[config.mk]
export PLATFORM = sky130hd
export DESIGN_NAME = rwl_ctrl
export DESIGN_NICKNAME = d
export VERILOG_FILES = /design/src/rwl_pkg.sv /design/src/rwl_ctrl.sv
export SDC_FILE = /design/constraint.sdc
export NUM_CORES = 1
export LEC_CHECK = 0
export BUFFER_PORTS_ARGS = -buffer_cell sky130_fd_sc_hd__buf_4
export CORE_MARGIN = 4
export CORE_UTILIZATION = 45
export CTS_CLUSTER_DIAMETER = 200
export DETAILED_ROUTE_END_ITERATION = 16
export GPL_TIMING_DRIVEN = 1
export PLACE_DENSITY = 0.74
export SETUP_SLACK_MARGIN = 0.05
export SYNTH_ARGS = -nofsm -noshare
export SYNTH_HDL_FRONTEND = slang
export SYNTH_SLANG_ARGS = --single-unit
[constraint.sdc]
create_clock -name clk -period 1.95 [get_ports clk]
set_clock_uncertainty 0.1 [all_clocks]
set_input_delay 0.2925 -clock clk [delete_from_list [all_inputs] [get_ports clk]]
set_output_delay 0.2925 -clock clk [all_outputs]
set_load 0.01 [all_outputs]
[src/rwl_pkg.sv]
// Purpose: shared constants and types for the reset, watchdog and low-power control block
// Assumes: one 50 MHz clock standing in for the oscillator; the phase clock is a gated enable
// Notes:   all counts are in oscillator-clock cycles
package rwl_pkg;

  localparam logic [12:0] RWL_WDOG_CLR_ADDR = 13'h1ff0;  // watchdog clear / vector byte
  localparam int          RWL_WDOG_CLR_BIT  = 0;         // write 0 here clears the watchdog
  localparam int          RWL_STAB_CYCLES   = 4064;      // oscillator stabilization delay
  localparam int          RWL_WDOG_STAGES   = 18;        // watchdog ripple stages
  localparam logic [7:0]  RWL_VECTOR_MSB    = 8'h00;     // unimplemented vector byte, arbitrary
  localparam logic [2:0]  RWL_SYNC_RST      = 3'h0;      // pin synchroniser reset value

  // low-power state of the core
  typedef enum logic [2:0] {
    RWL_RUN   = 3'b000,
    RWL_STOP  = 3'b001,
    RWL_HALT  = 3'b010,
    RWL_WAIT  = 3'b011,
    RWL_STAB  = 3'b100
  } rwl_mode_e;

  // operating mode latched at reset release
  typedef struct packed {
    logic test_mode;  // interrupt pin at test level at release
    logic capture;    // capture pin level at release
  } rwl_opmode_s;

  // whole state of the block
  typedef struct packed {
    logic [2:0]  rst_sync;   // external reset pin synchroniser
    logic [2:0]  irq_sync;   // interrupt pin synchroniser
    logic [2:0]  tst_sync;   // test-level detector synchroniser
    logic [2:0]  cap_sync;   // capture pin synchroniser
    logic        por_done;   // power-on delay finished
    logic [11:0] stab_cnt;   // free-running stabilization timer
    logic [17:0] wdog_cnt;   // watchdog ripple counter
    logic        wdog_rst;   // watchdog timeout pending
    logic        rst_reg;    // internal reset, registered on every clock
    logic        ext_was;    // external reset seen last cycle
    rwl_opmode_s opmode;     // latched operating mode
    rwl_mode_e   mode;       // low-power state
    logic        phase_en;   // phase clock enable
    logic        osc_en;     // oscillator enable
    logic [7:0]  rdata;      // register read data
  } rwl_state_s;

endpackage : rwl_pkg

[src/rwl_ctrl.sv]
// Purpose: reset generation, watchdog and low-power mode sequencing
// Assumes: clk is the oscillator; the phase clock is modelled as phase_clk_en
// Notes:
module rwl_ctrl
  import rwl_pkg::*;
#(
  parameter int STAB_CYCLES = RWL_STAB_CYCLES,
  parameter int WDOG_STAGES = RWL_WDOG_STAGES
) (
  input  wire logic        clk,
  input  wire logic        rst_b,
  input  wire logic        ext_reset_pin_b,
  input  wire logic        irq_pin_b,
  input  wire logic        irq_test_level,
  input  wire logic        capture_input_pin,
  input  wire logic        wdog_option_en,
  input  wire logic        stop_conv_option,
  input  wire logic        stop_exec,
  input  wire logic        wait_exec,
  input  wire logic        timer_irq,
  input  wire logic [12:0] addr,
  input  wire logic [7:0]  wdata,
  input  wire logic        wr_stb,
  input  wire logic        rd_stb,
  output logic      [7:0]  rdata,
  output logic             internal_rst,
  output logic             phase_clk_en,
  output logic             osc_en,
  output logic             clear_irq_mask,
  output logic             test_mode,
  output logic             capture_mode,
  output logic      [2:0]  lp_mode
);

  localparam logic [11:0] STAB_LAST = 12'(STAB_CYCLES - 1);
  localparam logic [17:0] WDOG_LAST = 18'((1 << WDOG_STAGES) - 1);

  rwl_state_s st_reg;
  rwl_state_s st_next;

  // filtered pin levels: irq_low and tst_hi assert only while second and third stages agree; ext_low flips while they differ; cap_hi takes stage three alone
  logic ext_low;
  logic irq_low;
  logic tst_hi;
  logic cap_hi;
  logic wdog_clr;
  logic lp_enter;
  logic any_rst;

  // returns stage three once stage two and three agree, otherwise prev
  function automatic logic agreed(input logic [2:0] s, input logic prev);
    agreed = (s[1] == s[2]) ? s[2] : prev;
  endfunction : agreed

  always_comb begin
    st_next  = st_reg;
    ext_low  = agreed(~st_reg.rst_sync, ~st_reg.ext_was);
    irq_low  = agreed(~st_reg.irq_sync, 1'b0);
    tst_hi   = agreed(st_reg.tst_sync, 1'b0);
    cap_hi   = st_reg.cap_sync[2];
    wdog_clr = wr_stb && addr == RWL_WDOG_CLR_ADDR
               && !wdata[RWL_WDOG_CLR_BIT];
    lp_enter = 1'b0;

    // three-stage pin synchronisers
    st_next.rst_sync = {st_reg.rst_sync[1:0], ext_reset_pin_b};
    st_next.irq_sync = {st_reg.irq_sync[1:0], irq_pin_b};
    st_next.tst_sync = {st_reg.tst_sync[1:0], irq_test_level};
    st_next.cap_sync = {st_reg.cap_sync[1:0], capture_input_pin};
    st_next.ext_was  = ext_low;

    // free-running stabilization timer, halted with the oscillator
    if (st_reg.osc_en) begin
      st_next.stab_cnt = (st_reg.stab_cnt == STAB_LAST) ? 12'h000
                         : st_reg.stab_cnt + 12'h001;
    end

    // power-on delay counted once after oscillator start
    if (!st_reg.por_done && st_reg.stab_cnt == STAB_LAST) begin
      st_next.por_done = 1'b1;
    end

    // watchdog counter: runs with the oscillator, disabled at test level
    if (wdog_clr || st_reg.rst_reg) begin
      st_next.wdog_cnt = 18'h00000;
      if (st_reg.rst_reg) begin
        st_next.wdog_rst = 1'b0;
      end
    end else if (st_reg.osc_en && wdog_option_en && !tst_hi) begin
      st_next.wdog_cnt = st_reg.wdog_cnt + 18'h00001;
    end

    // timeout wins over a service write landing in the same cycle
    if (!st_reg.rst_reg && st_reg.osc_en && wdog_option_en && !tst_hi
        && st_reg.wdog_cnt == WDOG_LAST) begin
      st_next.wdog_rst = 1'b1;
    end

    // combined reset registered on every oscillator clock edge
    any_rst = ext_low || !st_reg.por_done || st_reg.wdog_rst;
    st_next.rst_reg = any_rst;

    // latch operating mode on external reset release
    if (st_reg.ext_was && !ext_low) begin
      st_next.opmode.test_mode = tst_hi;
      st_next.opmode.capture   = cap_hi;
    end

    // low-power sequencing; registers elsewhere are untouched while idle
    unique case (st_reg.mode)
      RWL_RUN: begin
        if (stop_exec && !stop_conv_option) begin
          st_next.mode     = RWL_STOP;
          st_next.osc_en   = 1'b0;
          st_next.phase_en = 1'b0;
          lp_enter         = 1'b1;
        end else if (stop_exec || wait_exec) begin
          st_next.mode     = stop_exec ? RWL_HALT : RWL_WAIT;
          st_next.phase_en = 1'b0;
          lp_enter         = 1'b1;
        end
      end
      RWL_STOP: begin
        if (irq_low || ext_low) begin
          st_next.mode     = RWL_STAB;
          st_next.osc_en   = 1'b1;
          st_next.stab_cnt = 12'h000;
        end
      end
      RWL_STAB: begin
        if (st_reg.stab_cnt == STAB_LAST) begin
          st_next.mode     = RWL_RUN;
          st_next.phase_en = 1'b1;
        end
      end
      RWL_HALT: begin
        if (irq_low || ext_low || timer_irq) begin
          st_next.mode = RWL_STAB;
        end
      end
      RWL_WAIT: begin
        if (irq_low || ext_low || timer_irq || st_reg.wdog_rst) begin
          st_next.mode     = RWL_RUN;
          st_next.phase_en = 1'b1;
        end
      end
      default: begin
        st_next.mode = RWL_RUN;
      end
    endcase

    // watchdog reset also wakes halt, and a full reset restarts the core except in stop and stabilization
    if (st_reg.rst_reg && st_reg.mode != RWL_STOP && st_reg.mode != RWL_STAB) begin
      st_next.mode     = RWL_RUN;
      st_next.phase_en = 1'b1;
    end

    // read path: vector byte only; state unchanged by reads
    st_next.rdata = (rd_stb && addr == RWL_WDOG_CLR_ADDR) ? RWL_VECTOR_MSB
                    : 8'h00;
  end

  // one register for all state; synchronous active-low reset
  always_ff @(posedge clk) begin
    if (!rst_b) begin
      st_reg          <= '0;
      st_reg.rst_sync <= RWL_SYNC_RST;
      st_reg.osc_en   <= 1'b1;
      st_reg.phase_en <= 1'b1;
      st_reg.rst_reg  <= 1'b1;
      st_reg.mode     <= RWL_RUN;
    end else begin
      st_reg <= st_next;
    end
  end

  // outputs
  assign rdata          = st_reg.rdata;
  assign internal_rst   = st_reg.rst_reg;
  assign phase_clk_en   = st_reg.phase_en && !st_reg.rst_reg;
  assign osc_en         = st_reg.osc_en;
  assign clear_irq_mask = lp_enter;
  assign test_mode      = st_reg.opmode.test_mode;
  assign capture_mode   = st_reg.opmode.capture;
  assign lp_mode        = st_reg.mode;

endmodule : rwl_ctrl

==> results of run 1 <==
## through the flow
| step | utilization | worst slack (ns) |
|---|---|---|
| 2_1_floorplan | - | 0.134 |
| 3_3_place_gp | 0.533 | 0.132 |
| 3_5_place_dp | 0.533 | 0.102 |
| 4_1_cts | 0.552 | 0.102 |
| 5_1_grt | 0.554 | 0.0539 |
| 6_report | 0.554 | 0.120 |
## path summary, 6_finish.rpt
check                          start                 endpoint  slack [ns]  depth (start not counted)
min                        irq_pin_b   st_next[56]$_SDFF_PN0_        0.08                          2
max reg2reg   st_next[54]$_SDFF_PN0_  st_reg[29]$_SDFFE_PP0P_        0.12                          4
min reg2reg  st_reg[48]$_SDFFE_PN0P_  internal_rst$_SDFF_PN1_        0.33                          1
max           st_next[54]$_SDFF_PN0_  st_reg[29]$_SDFFE_PP0P_        0.12                          4
## worst max-delay path: stages, from the launching register on
cell and delay, ns:
dfxtp_1 0.34, and2_4 0.18, or3_4 0.44, or4_1 0.51
a21oi_1 0.18
## Yosys cell counts (all sizes together) (2+ instances only)
cell,number
a21oi,21
and2,16
and3,3
and4,3
buf,15
clkbuf,4
dfxtp,53
ha,2
inv,9
nand2,21
nand2b,2
nand3,11
nand3b,2
nand4,11
nor2,26
nor2b,3
nor4,4
o21ai,10
o31ai,8
or2,2
or3,6
or4,9
or4b,2
xnor2,11
xor2,5
## final cells by class
cell class	instances	area (um2)
multi-input combinational	200	1240
inverter	9	33.8
sequential	53	1060
clock buffer	6	82.6
fill	480	2300
tap	70	87.6
timing repair buffer	44	343
clock inverter	2	16.3
## repair_timing
item | CTS | global route
resized for setup | 0 | 2
buffers inserted | 0 | 1
endpoints found under the setup margin | 0 | 5
## power groups by stage
stage / combinational [uW] / sequential, uW / clock [uW]
finish: 120 / 1110 / 651
global route: 137 / 1110 / 717
CTS: 119 / 1110 / 679
detailed placement: 117 / 1140 / 0
global placement: 115 / 1130 / 0
floorplan: 68.8 / 1130 / 0
## metal layers
layer  wire length [um]  vias to the layer above  track usage
met5                  0                        -            0
met4                 51                        0       0.0399
met3                220                        6       0.0439
met2               2350                       42        0.279
met1               2100                      916        0.192
li1                   -                     1031            -
## logic make-up after synthesis
logic type | share of synthesized area
xor gates and xnor gates | 0.0574
other | 0.00154
adders and majority gates | 0.0144
muxes | 0.00410
AOI/OAI and AO/OA | 0.123
and+or+nand+nor | 0.298
buffers and inverters | 0.0672
DFF | 0.435
==> out/qor.txt, run 1 <==
====================================================================================
Run status                                                              finished clean
Count of unique library cells instantiated by Yosys                               50
Launching element type of the critical path                                     flop
Leakage Power                                                             0.00104 uW
Number of buffers added on ports                                                  34
Hold Violations, Final                                                             0
Synthesis-to-layout area growth                                                17.5%
Total grt overflow                                                                 0
Post-CTS Hold Fix Bufs                                                             0
Share of flip-flops with an asynchronous set or reset after synthesis              0
Leading cell types in the layout, fill and taps excluded                dfxtp_1, buf_4, nor2_1
Cell taking the most area after synthesis                                    dfxtp_1
Remaining antenna violation count                                                  0
Maximum buffer depth of the clock tree                                             2
Placement Rows                                                                    26
Internal Pwr Total                                                           1460 uW
Comb power frac                                                                0.064
Switching share of power                                                       0.225
Power density over cell area                                              656 mW/mm2
Setup repair after global routing missed its margin                            false
DR pass1 iterations                                                                4
Die X                                                                        81.6 um
Kind of path behind the tightest hold check                                   in2reg
Path type of the worst setup path                                            reg2reg
Number of cells in the design after placement                                    375
Number of flip-flops in the largest register                                      37
Top cells by area in the synthesized netlist                            dfxtp_1, a21oi_1, nor2_1
Latest clock arrival within the worst-skew pair                              0.31 ns
CTS clk-pin slew, worst paths                                                0.10 ns
Total cell area at the placement stage                                   0.00276 mm2
Non-Filler Instances                                                             384
Post-detail-place hpwl                                                       3.46 mm
Number of clock buffers inserted by TritonCTS                                      5
1st-iter DRT viols                                                                67
Post-route worst hold slack                                                0.0836 ns
Post-layout minimum cycle time                                               1.83 ns
Clock H-tree levels                                                                2
Share of the synthesized area in the top cell type                             0.435
Flop and latch count out of synthesis                                             53
Via density per instance                                                        5.20
Initial antenna violation count                                                    0
Post-synth design cell area                                              0.00244 mm2
TritonCTS Sinks                                                                   53
Setup TNS                                                                       0 ns
Kind of end point of the critical path                                          flop
Layout cells sized above 1                                                     0.207
Max-slew violation count                                                           0
Peak clock frequency supported by timing                                     546 MHz
Total power                                                                  1880 uW
Highest ir drop seen on vdd                                               0.000489 V
Leading cell type in the layout, fill and taps excluded                      dfxtp_1
Via total after detailed routing                                                1995
Crit-path max FO                                                                  10
Maximum number of pins on one net before global-route repair                      19
Power share of the sequential group                                            0.591
Total number of nets in the final design                                         349
TritonCTS clock tree                                                             yes
Yosys synthesis warning count                                                      0
Data arrival, critical path                                                  1.96 ns
Global routing usage summed across all routing layers                          0.159
Die Footprint                                                            0.00666 mm2
Endpoint required time on the critical path                                  2.08 ns
Vias in the first global route                                                  1958
Power share of the clock group                                                 0.346
I/O Pins                                                                          51
Number of setup violations in the final report                                     0
Sequential-to-total area share from yosys stat                                 0.435
Mean Syn Cell Area                                                          8.90 um2
Final period utilization                                                       0.939
Core box area                                                            0.00517 mm2
Gate count after technology mapping                                              274
Final weighted congestion in routability-driven placement                      0.830
Effective utilization at floorplan                                             0.472
Net load switching power                                                      424 uW
Global-route wire length before repair                                       8.44 mm
Total non-filler cell area in the finished layout                        0.00287 mm2
Detail-routed net length per standard cell                                   12.3 um
Synth Flop Type                                                              dfxtp_1
Die Y                                                                        81.6 um
Final Routed Wirelength                                                      4.72 mm
# diodes                                                                           0
Clock tree root buffer cell                                                 clkbuf_8
Max-capacitance violation count                                                    0
Count of flip-flops with a built-in enable after synthesis                         0
# DRC                                                                              0
====================================================================================
(Power assumes the default switching activity.)
==> run 2, diff against run 1 <==
CORE_UTILIZATION = 35   (was 45)
PLACE_DENSITY = 0.61   (was 0.74)
RECOVER_POWER = 25   (was unset)
clock period = 2.25 ns   (was 1.95 ns; I/O delays follow)
==> run 2 against run 1 <==
Worst hold slack better by 0.050 ns. Critical path type unchanged. First-iteration DRC count is 28% higher. Power is 3.3% lower. Critical path depth stayed put. Critical endpoint is now st_reg[41]$_SDFF_PN0_. Worst setup slack better by 0.24 ns. Sequential power is 13% lower. Count of clock-buffer cells in the layout is 1 lower. Global-route usage is 4.5 points lower. Register-to-register slack better by 0.24 ns. Sequential share of layout area is 0.14 points lower. Core utilization is 13 points lower. Fmax is 3.4% lower.
==> out/qor.txt, run 2 (same netlist as run 1, synthesis figures left out) <==
================================================================================
Run status                                                          finished clean
Number of flip-flops in the largest register                                  37   unchanged
Transition time of the tightest slew-check pin                          0.626 ns
Latest clock arrival within the worst-skew pair                          0.30 ns   about the same
Routed metal-1 wire length                                               2.21 mm   +5.2%
Die Footprint                                                        0.00837 mm2   +26%
Clock tree root buffer cell                                             clkbuf_8
Sink of the worst hold path                                         st_next[53]$_SDFF_PN0_
Cell type group with the largest total delay on the critical path   compound AO/OA/AOI/OAI gates
Detail-routed net length per standard cell                               11.7 um   -5.1%
Maximum number of pins on one net before global-route repair                  19   unchanged
Kind of end point of the critical path                                      flop
Leakage Power                                                         0.00101 uW   -2.6%
Data arrival, critical path                                              1.97 ns   about the same
TritonCTS Sinks                                                               53   unchanged
HP Start                                                            irq_test_level
Reg-to-reg slack, setup                                                  0.36 ns   +0.24 ns
Comb power frac                                                            0.053   -0.011
Clock H-tree levels                                                            2   unchanged
# diodes                                                                       0   unchanged
Switching share of power                                                   0.202   -0.0234
Number of setup violations in the final report                                 0   unchanged
Maximum buffer depth of the clock tree                                         2   unchanged
Vias in the first global route                                              1825   -6.8%
Number of clock buffers inserted by TritonCTS                                  5   unchanged
Setup repair after global routing missed its margin                        false
Tightest slew margin relative to the limit                                 0.583
Die X                                                                    91.5 um   +12%
Via density per instance                                                    4.86   -6.4%
Max-slew violation count                                                       0   unchanged
Length in cells of the worst reg-to-reg path                                   4   unchanged
Initial antenna violation count                                                0   unchanged
Met2 WL                                                                  2.27 mm   -3.5%
Kind of path behind the tightest hold check                               in2reg
Worst-path cell with the longest stage delay                            a2111o_1
Final weighted congestion in routability-driven placement                  0.788   -5.1%
Remaining antenna violation count                                              0   unchanged
Synthesis-to-layout area growth                                            17.7%
Post-CTS Hold Fix Bufs                                                         0   unchanged
Effective utilization at floorplan                                         0.359   -0.113
Peak clock frequency supported by timing                                 528 MHz   -3.4%
Max-capacitance violation count                                                0   unchanged
Core box area                                                        0.00679 mm2   +31%
Worst-path cell chain                                               maj3_1 > a2111o_1 > o211ai_1 > nor2_1
Placement Rows                                                                30   +15%
# DRC                                                                          0   unchanged
Launch instance of the worst register-to-register path              st_next[60]$_SDFF_PN0_
Global routing usage summed across all routing layers                      0.114   -0.0452
Leading cell type in the layout, fill and taps excluded                  dfxtp_1
Final Routed Wirelength                                                  4.71 mm   -0.15%
Worst R2R End                                                       st_reg[41]$_SDFF_PN0_
CTS clk-pin slew, worst paths                                            0.10 ns   about the same
Post-route worst hold slack                                             0.133 ns   +0.0495 ns
Total grt overflow                                                             0   unchanged
Die Y                                                                    91.5 um   +12%
Combined buffer and inverter count along the critical path                     0   unchanged
Layout cells sized above 1                                                 0.179   -0.0284
Met3 layer wire length in the routed design                               162 um   -26%
Internal Pwr Total                                                       1450 uW   -0.36%
Net load switching power                                                  367 uW   -13%
Total number of nets in the final design                                     343   -1.7%
Total area of multi-input combinational cells                        0.00124 mm2   unchanged
Depth of the worst hold-timing path                                            2   unchanged
TritonCTS clock tree                                                         yes
DR pass1 iterations                                                            4   unchanged
Leading cell types in the layout, fill and taps excluded            dfxtp_1, buf_4, nor2_1
Hold Violations, Final                                                         0   unchanged
Launching element type of the critical path                                 flop
Post-layout minimum cycle time                                           1.89 ns   +0.0644 ns
Post-detail-place hpwl                                                   3.51 mm   +1.3%
Number of buffers added on ports                                              34   unchanged
Filler instances                                                             668   +39%
Crit-path max FO                                                               8   -2
Post-CTS setup repair buffer count                                             0   unchanged
Path type of the worst setup path                                        reg2reg
1st-iter DRT viols                                                            86   +28%
Final period utilization                                                   0.842   -0.0965
Global-route wire length before repair                                   7.97 mm   -5.6%
I/O Pins                                                                      51   unchanged
Power share of the clock group                                             0.418   +0.072
Number of resized instances in the post-cts repair step                        0   unchanged
Power density over cell area                                          634 mW/mm2   -3.4%
Via total after detailed routing                                            1965   -1.5%
Sequential Area                                                      0.00106 mm2   -0.24%
Highest metal layer used by the detailed router                             met4
Power share of the sequential group                                        0.529   -0.062
Slowest Stage Delay on Critical Path                                     0.49 ns   -0.02 ns
Endpoint required time on the critical path                              2.32 ns   +0.24 ns
Highest ir drop seen on vdd                                           0.000302 V   -38%
Setup TNS                                                                   0 ns   unchanged
================================================================================
run 2: worst max-delay path by stage:
stage / startpoint / end / depth (start not counted)
6_report: st_next[60]$_SDFF_PN0_ / st_reg[41]$_SDFF_PN0_ / 4
5_1_grt: st_next[60]$_SDFF_PN0_ / st_reg[43]$_SDFF_PN0_ / 4
4_1_cts: st_next[60]$_SDFF_PN0_ / st_reg[44]$_SDFF_PN0_ / 4
3_5_place_dp: addr[1] / st_reg[22]$_SDFFE_PP0P_ / 5
3_3_place_gp: addr[1] / st_reg[21]$_SDFFE_PP0P_ / 5
2_1_floorplan: addr[1] / st_reg[34]$_SDFFE_PP0P_ / 4
run 2: worst reg2reg max path, delay by kind of cell, from the launching register on:
kind / cells / cell delay (ns)
AO/OA/AOI/OAI: 2 / 0.80
adder cells (fa/ha/maj): 1 / 0.43
flip-flops: 1 / 0.33
AND/OR/NAND/NOR: 1 / 0.11
run 2: area by class of cell:
| type | instances | area share |
|---|---|---|
| inverter | 9 | 0.0118 |
| sequential | 53 | 0.370 |
| clock inverter | 3 | 0.0240 |
| multi-input combinational | 200 | 0.432 |
| tap | 96 | 0.0418 |
| timing repair buffer | 38 | 0.0967 |
| clock buffer | 5 | 0.0240 |
run 2: metal layers:
metal / track usage / up-vias
met5: 0 / -
met4: 0.0440 / 0
met3: 0.0265 / 8
met2: 0.192 / 37
met1: 0.140 / 899
li1: - / 1021
run 2: per-stage QoR:
stage | utilization | area [um2] | cells | setup WS, ns | power (uW)
global placement | 0.403 | 2740 | 396 | 0.331 | 1080
floorplan | - | 2470 | 281 | 0.389 | 1040
detailed placement | 0.403 | 2740 | 396 | 0.328 | 1080
finish | 0.423 | 2870 | 404 | 0.355 | 1820
CTS | 0.424 | 2880 | 404 | 0.318 | 1850
global route | 0.423 | 2870 | 404 | 0.180 | 1900
run 2: power by group through the flow:
stage                     Sequential, uW  Combinational (uW)  Clock [uW]
after floorplan                      983                59.6           0
after global placement               984                97.9           0
after detailed placement             985                98.8           0
after CTS                            963                99.3         787
after global routing                 965                 110         820
final                                963                96.7         760
==> run 3, diff against run 2 <==
PLACE_DENSITY = 0.63   (was 0.61)
clock period = 1.7 ns   (was 2.25 ns; I/O delays follow)
==> run 3 against run 2 <==
Largest power group unchanged. The run now ends with negative setup slack left. Sequential share of layout area decreased by 3.6 points. Count of clock-buffer cells in the layout unchanged. Core utilization increased by 5.3 points.
==> out/qor.txt, run 3 (same netlist as run 1, synthesis figures left out) <==
================================================================================
Run status                                                          finished, violations left
Violations in the final reports                                     negative setup slack
Power share of the clock group                                             0.384   -0.034
HP Start                                                            capture_input_pin
Peak clock frequency supported by timing                                 586 MHz   +11%
Launch point of the worst path                                      st_reg[20]$_SDFFE_PP0P_
Switching share of power                                                   0.223   +0.0212
Number of setup violations in the final report                                 1   +1
Number of logic stages on the critical path including buffering                4   unchanged
Post-layout util                                                           0.476   +0.0530
Launch instance of the worst register-to-register path              st_reg[20]$_SDFFE_PP0P_
Vias in the first global route                                              2006   +9.9%
TritonCTS clock tree                                                         yes
1st-iter DRT viols                                                            53   -38%
Global routing usage summed across all routing layers                      0.128   +0.0143
Crit-path max FO                                                               7   -1
Total power                                                              2300 uW   +26%
Combined buffer and inverter count along the critical path                     0   unchanged
Placement Rows                                                                30   unchanged
Number of clock buffers inserted by TritonCTS                                  5   unchanged
Final Routed Wirelength                                                  5.27 mm   +12%
Launching element type of the critical path                                 flop
Latest clock arrival within the worst-skew pair                          0.30 ns   about the same
Worst R2R End                                                       st_reg[35]$_SDFFE_PP0P_
Number of flip-flops in the largest register                                  37   unchanged
Kind of end point of the critical path                                      flop
Die Footprint                                                        0.00837 mm2   unchanged
Clock tree root buffer cell                                             clkbuf_8
TritonCTS Sinks                                                               53   unchanged
Power share of the sequential group                                        0.554   +0.025
Path type of the worst setup path                                        reg2reg
Leakage Power                                                         0.00118 uW   +17%
Met3 layer wire length in the routed design                               181 um   +12%
Slowest Stage Delay on Critical Path                                     0.52 ns   +0.03 ns
Endpoint required time on the critical path                              1.84 ns   -0.48 ns
DR pass1 iterations                                                            4   unchanged
Setup repair after global routing missed its margin                         true
Net load switching power                                                  513 uW   +40%
Length in cells of the worst reg-to-reg path                                   4   unchanged
Core box area                                                        0.00679 mm2   unchanged
Worst-path cell with the longest stage delay                               or4_4
Data arrival, critical path                                              1.85 ns   -0.12 ns
Total number of nets in the final design                                     370   +7.9%
Synthesis-to-layout area growth                                            32.5%
Clock H-tree levels                                                            2   unchanged
Via total after detailed routing                                            2068   +5.2%
Maximum number of pins on one net before global-route repair                  19   unchanged
# diodes                                                                       0   unchanged
I/O Pins                                                                      51   unchanged
Reg-to-reg slack, setup                                                -0.007 ns   -0.36 ns
Internal Pwr Total                                                       1790 uW   +23%
Die Y                                                                    91.5 um   unchanged
Cell type group with the largest total delay on the critical path   simple AND/OR/NAND/NOR gates
Post-detail-place hpwl                                                   3.96 mm   +13%
# DRC                                                                          0   unchanged
Worst-path cell chain                                               nand4_4 > or3_4 > or4_4 > a21oi_2
Worst setup slack after layout                                       -0.00677 ns   -0.362 ns
Initial antenna violation count                                                0   unchanged
Global-route wire length before repair                                   8.83 mm   +11%
Post-layout minimum cycle time                                           1.71 ns   -0.188 ns
Kind of path behind the tightest hold check                               in2reg
CTS clk-pin slew, worst paths                                            0.10 ns   about the same
Hold Violations, Final                                                         0   unchanged
Die X                                                                    91.5 um   unchanged
Max-slew violation count                                                       0   unchanged
Via density per instance                                                    4.80   -1.4%
Crit path capture                                                   st_reg[35]$_SDFFE_PP0P_
Layout cells sized above 1                                                 0.370   +0.192
Total grt overflow                                                             0   unchanged
Number of buffers added on ports                                              34   unchanged
Post-CTS Hold Fix Bufs                                                         0   unchanged
Leading cell type in the layout, fill and taps excluded                    buf_4
Remaining antenna violation count                                              0   unchanged
Highest ir drop seen on vdd                                           0.000383 V   +27%
Detail-routed net length per standard cell                               12.2 um   +4.9%
Routed metal-1 wire length                                               2.26 mm   +2.4%
Final period utilization                                                    1.00   +0.162
Max-capacitance violation count                                                0   unchanged
Power density over cell area                                          712 mW/mm2   +12%
Final weighted congestion in routability-driven placement                  0.776   -1.5%
Leading cell types in the layout, fill and taps excluded            buf_4, dfxtp_1, nor2_1
Met2 WL                                                                  2.80 mm   +24%
Post-route worst hold slack                                            0.0529 ns   -0.0802 ns
Setup TNS                                                            -0.00677 ns   -0.00677 ns
Effective utilization at floorplan                                         0.359   unchanged
Maximum buffer depth of the clock tree                                         2   unchanged
Comb power frac                                                            0.062   +0.009
Highest metal layer used by the detailed router                             met4
================================================================================
run 3: cell count changes in the layout (fill, tap and decap cells not counted), moves of 3 or more:
cell,before,now
a21oi_2,1,10
o31ai_2,0,4
nand2_1,21,18
o31ai_1,8,4
dfxtp_2,0,8
and2_1,9,14
buf_4,36,60
a21oi_1,20,11
dfxtp_1,53,43
and2_0,6,1
nor2_2,0,6
nor2_1,26,20
run 3: metal layers:
layer / vias up / GRT usage
li1: 1070 / -
met1: 973 / 0.145
met2: 23 / 0.239
met3: 2 / 0.0331
met4: 0 / 0.0264
met5: - / 0
run 3: power groups by stage:
stage | clock (uW) | sequential [uW] | combinational [uW]
after floorplan | 0 | 1300 | 79.4
after global placement | 0 | 1300 | 138
after detailed placement | 0 | 1300 | 141
after CTS | 914 | 1280 | 142
after global routing | 956 | 1280 | 159
final | 884 | 1270 | 143
run 3: how the worst min path moves through the flow:
| stage | end | cells after the start |
|---|---|---|
| 2_1_floorplan | cap_hi$_SDFF_PN0_ | 1 |
| 3_3_place_gp | internal_rst$_SDFF_PN1_ | 1 |
| 3_5_place_dp | internal_rst$_SDFF_PN1_ | 1 |
| 4_1_cts | st_next[59]$_SDFF_PN0_ | 2 |
| 5_1_grt | st_next[59]$_SDFF_PN0_ | 2 |
| 6_report | st_next[50]$_SDFF_PN0_ | 2 |
run 3: metrics by stage:
step	setup WS [ns]	std cells	cell area, um2
final	-0.00677	431	3230
after global routing	-0.0776	431	3230
after CTS	-0.000908	430	3100
after detailed placement	-0.0854	420	2950
after global placement	-0.0723	420	2950
after floorplan	-0.0710	281	2480
run 3: repair_timing:
action                                  CTS  global route
setup buffers                             2             1
pin swaps                                 4            19
endpoints found under the setup margin   22            27
resized for setup                         6            39
run 3: final cells by class:
type                            instances  area (um2)
Fill cell                             654        3560
Multi-Input combinational cell        200        1380
Clock inverter                          3        47.5
Timing Repair Buffer                   65         500
Inverter                                9        33.8
Clock buffer                            5        68.8
Tap cell                               96         120
Sequential cell                        53        1080
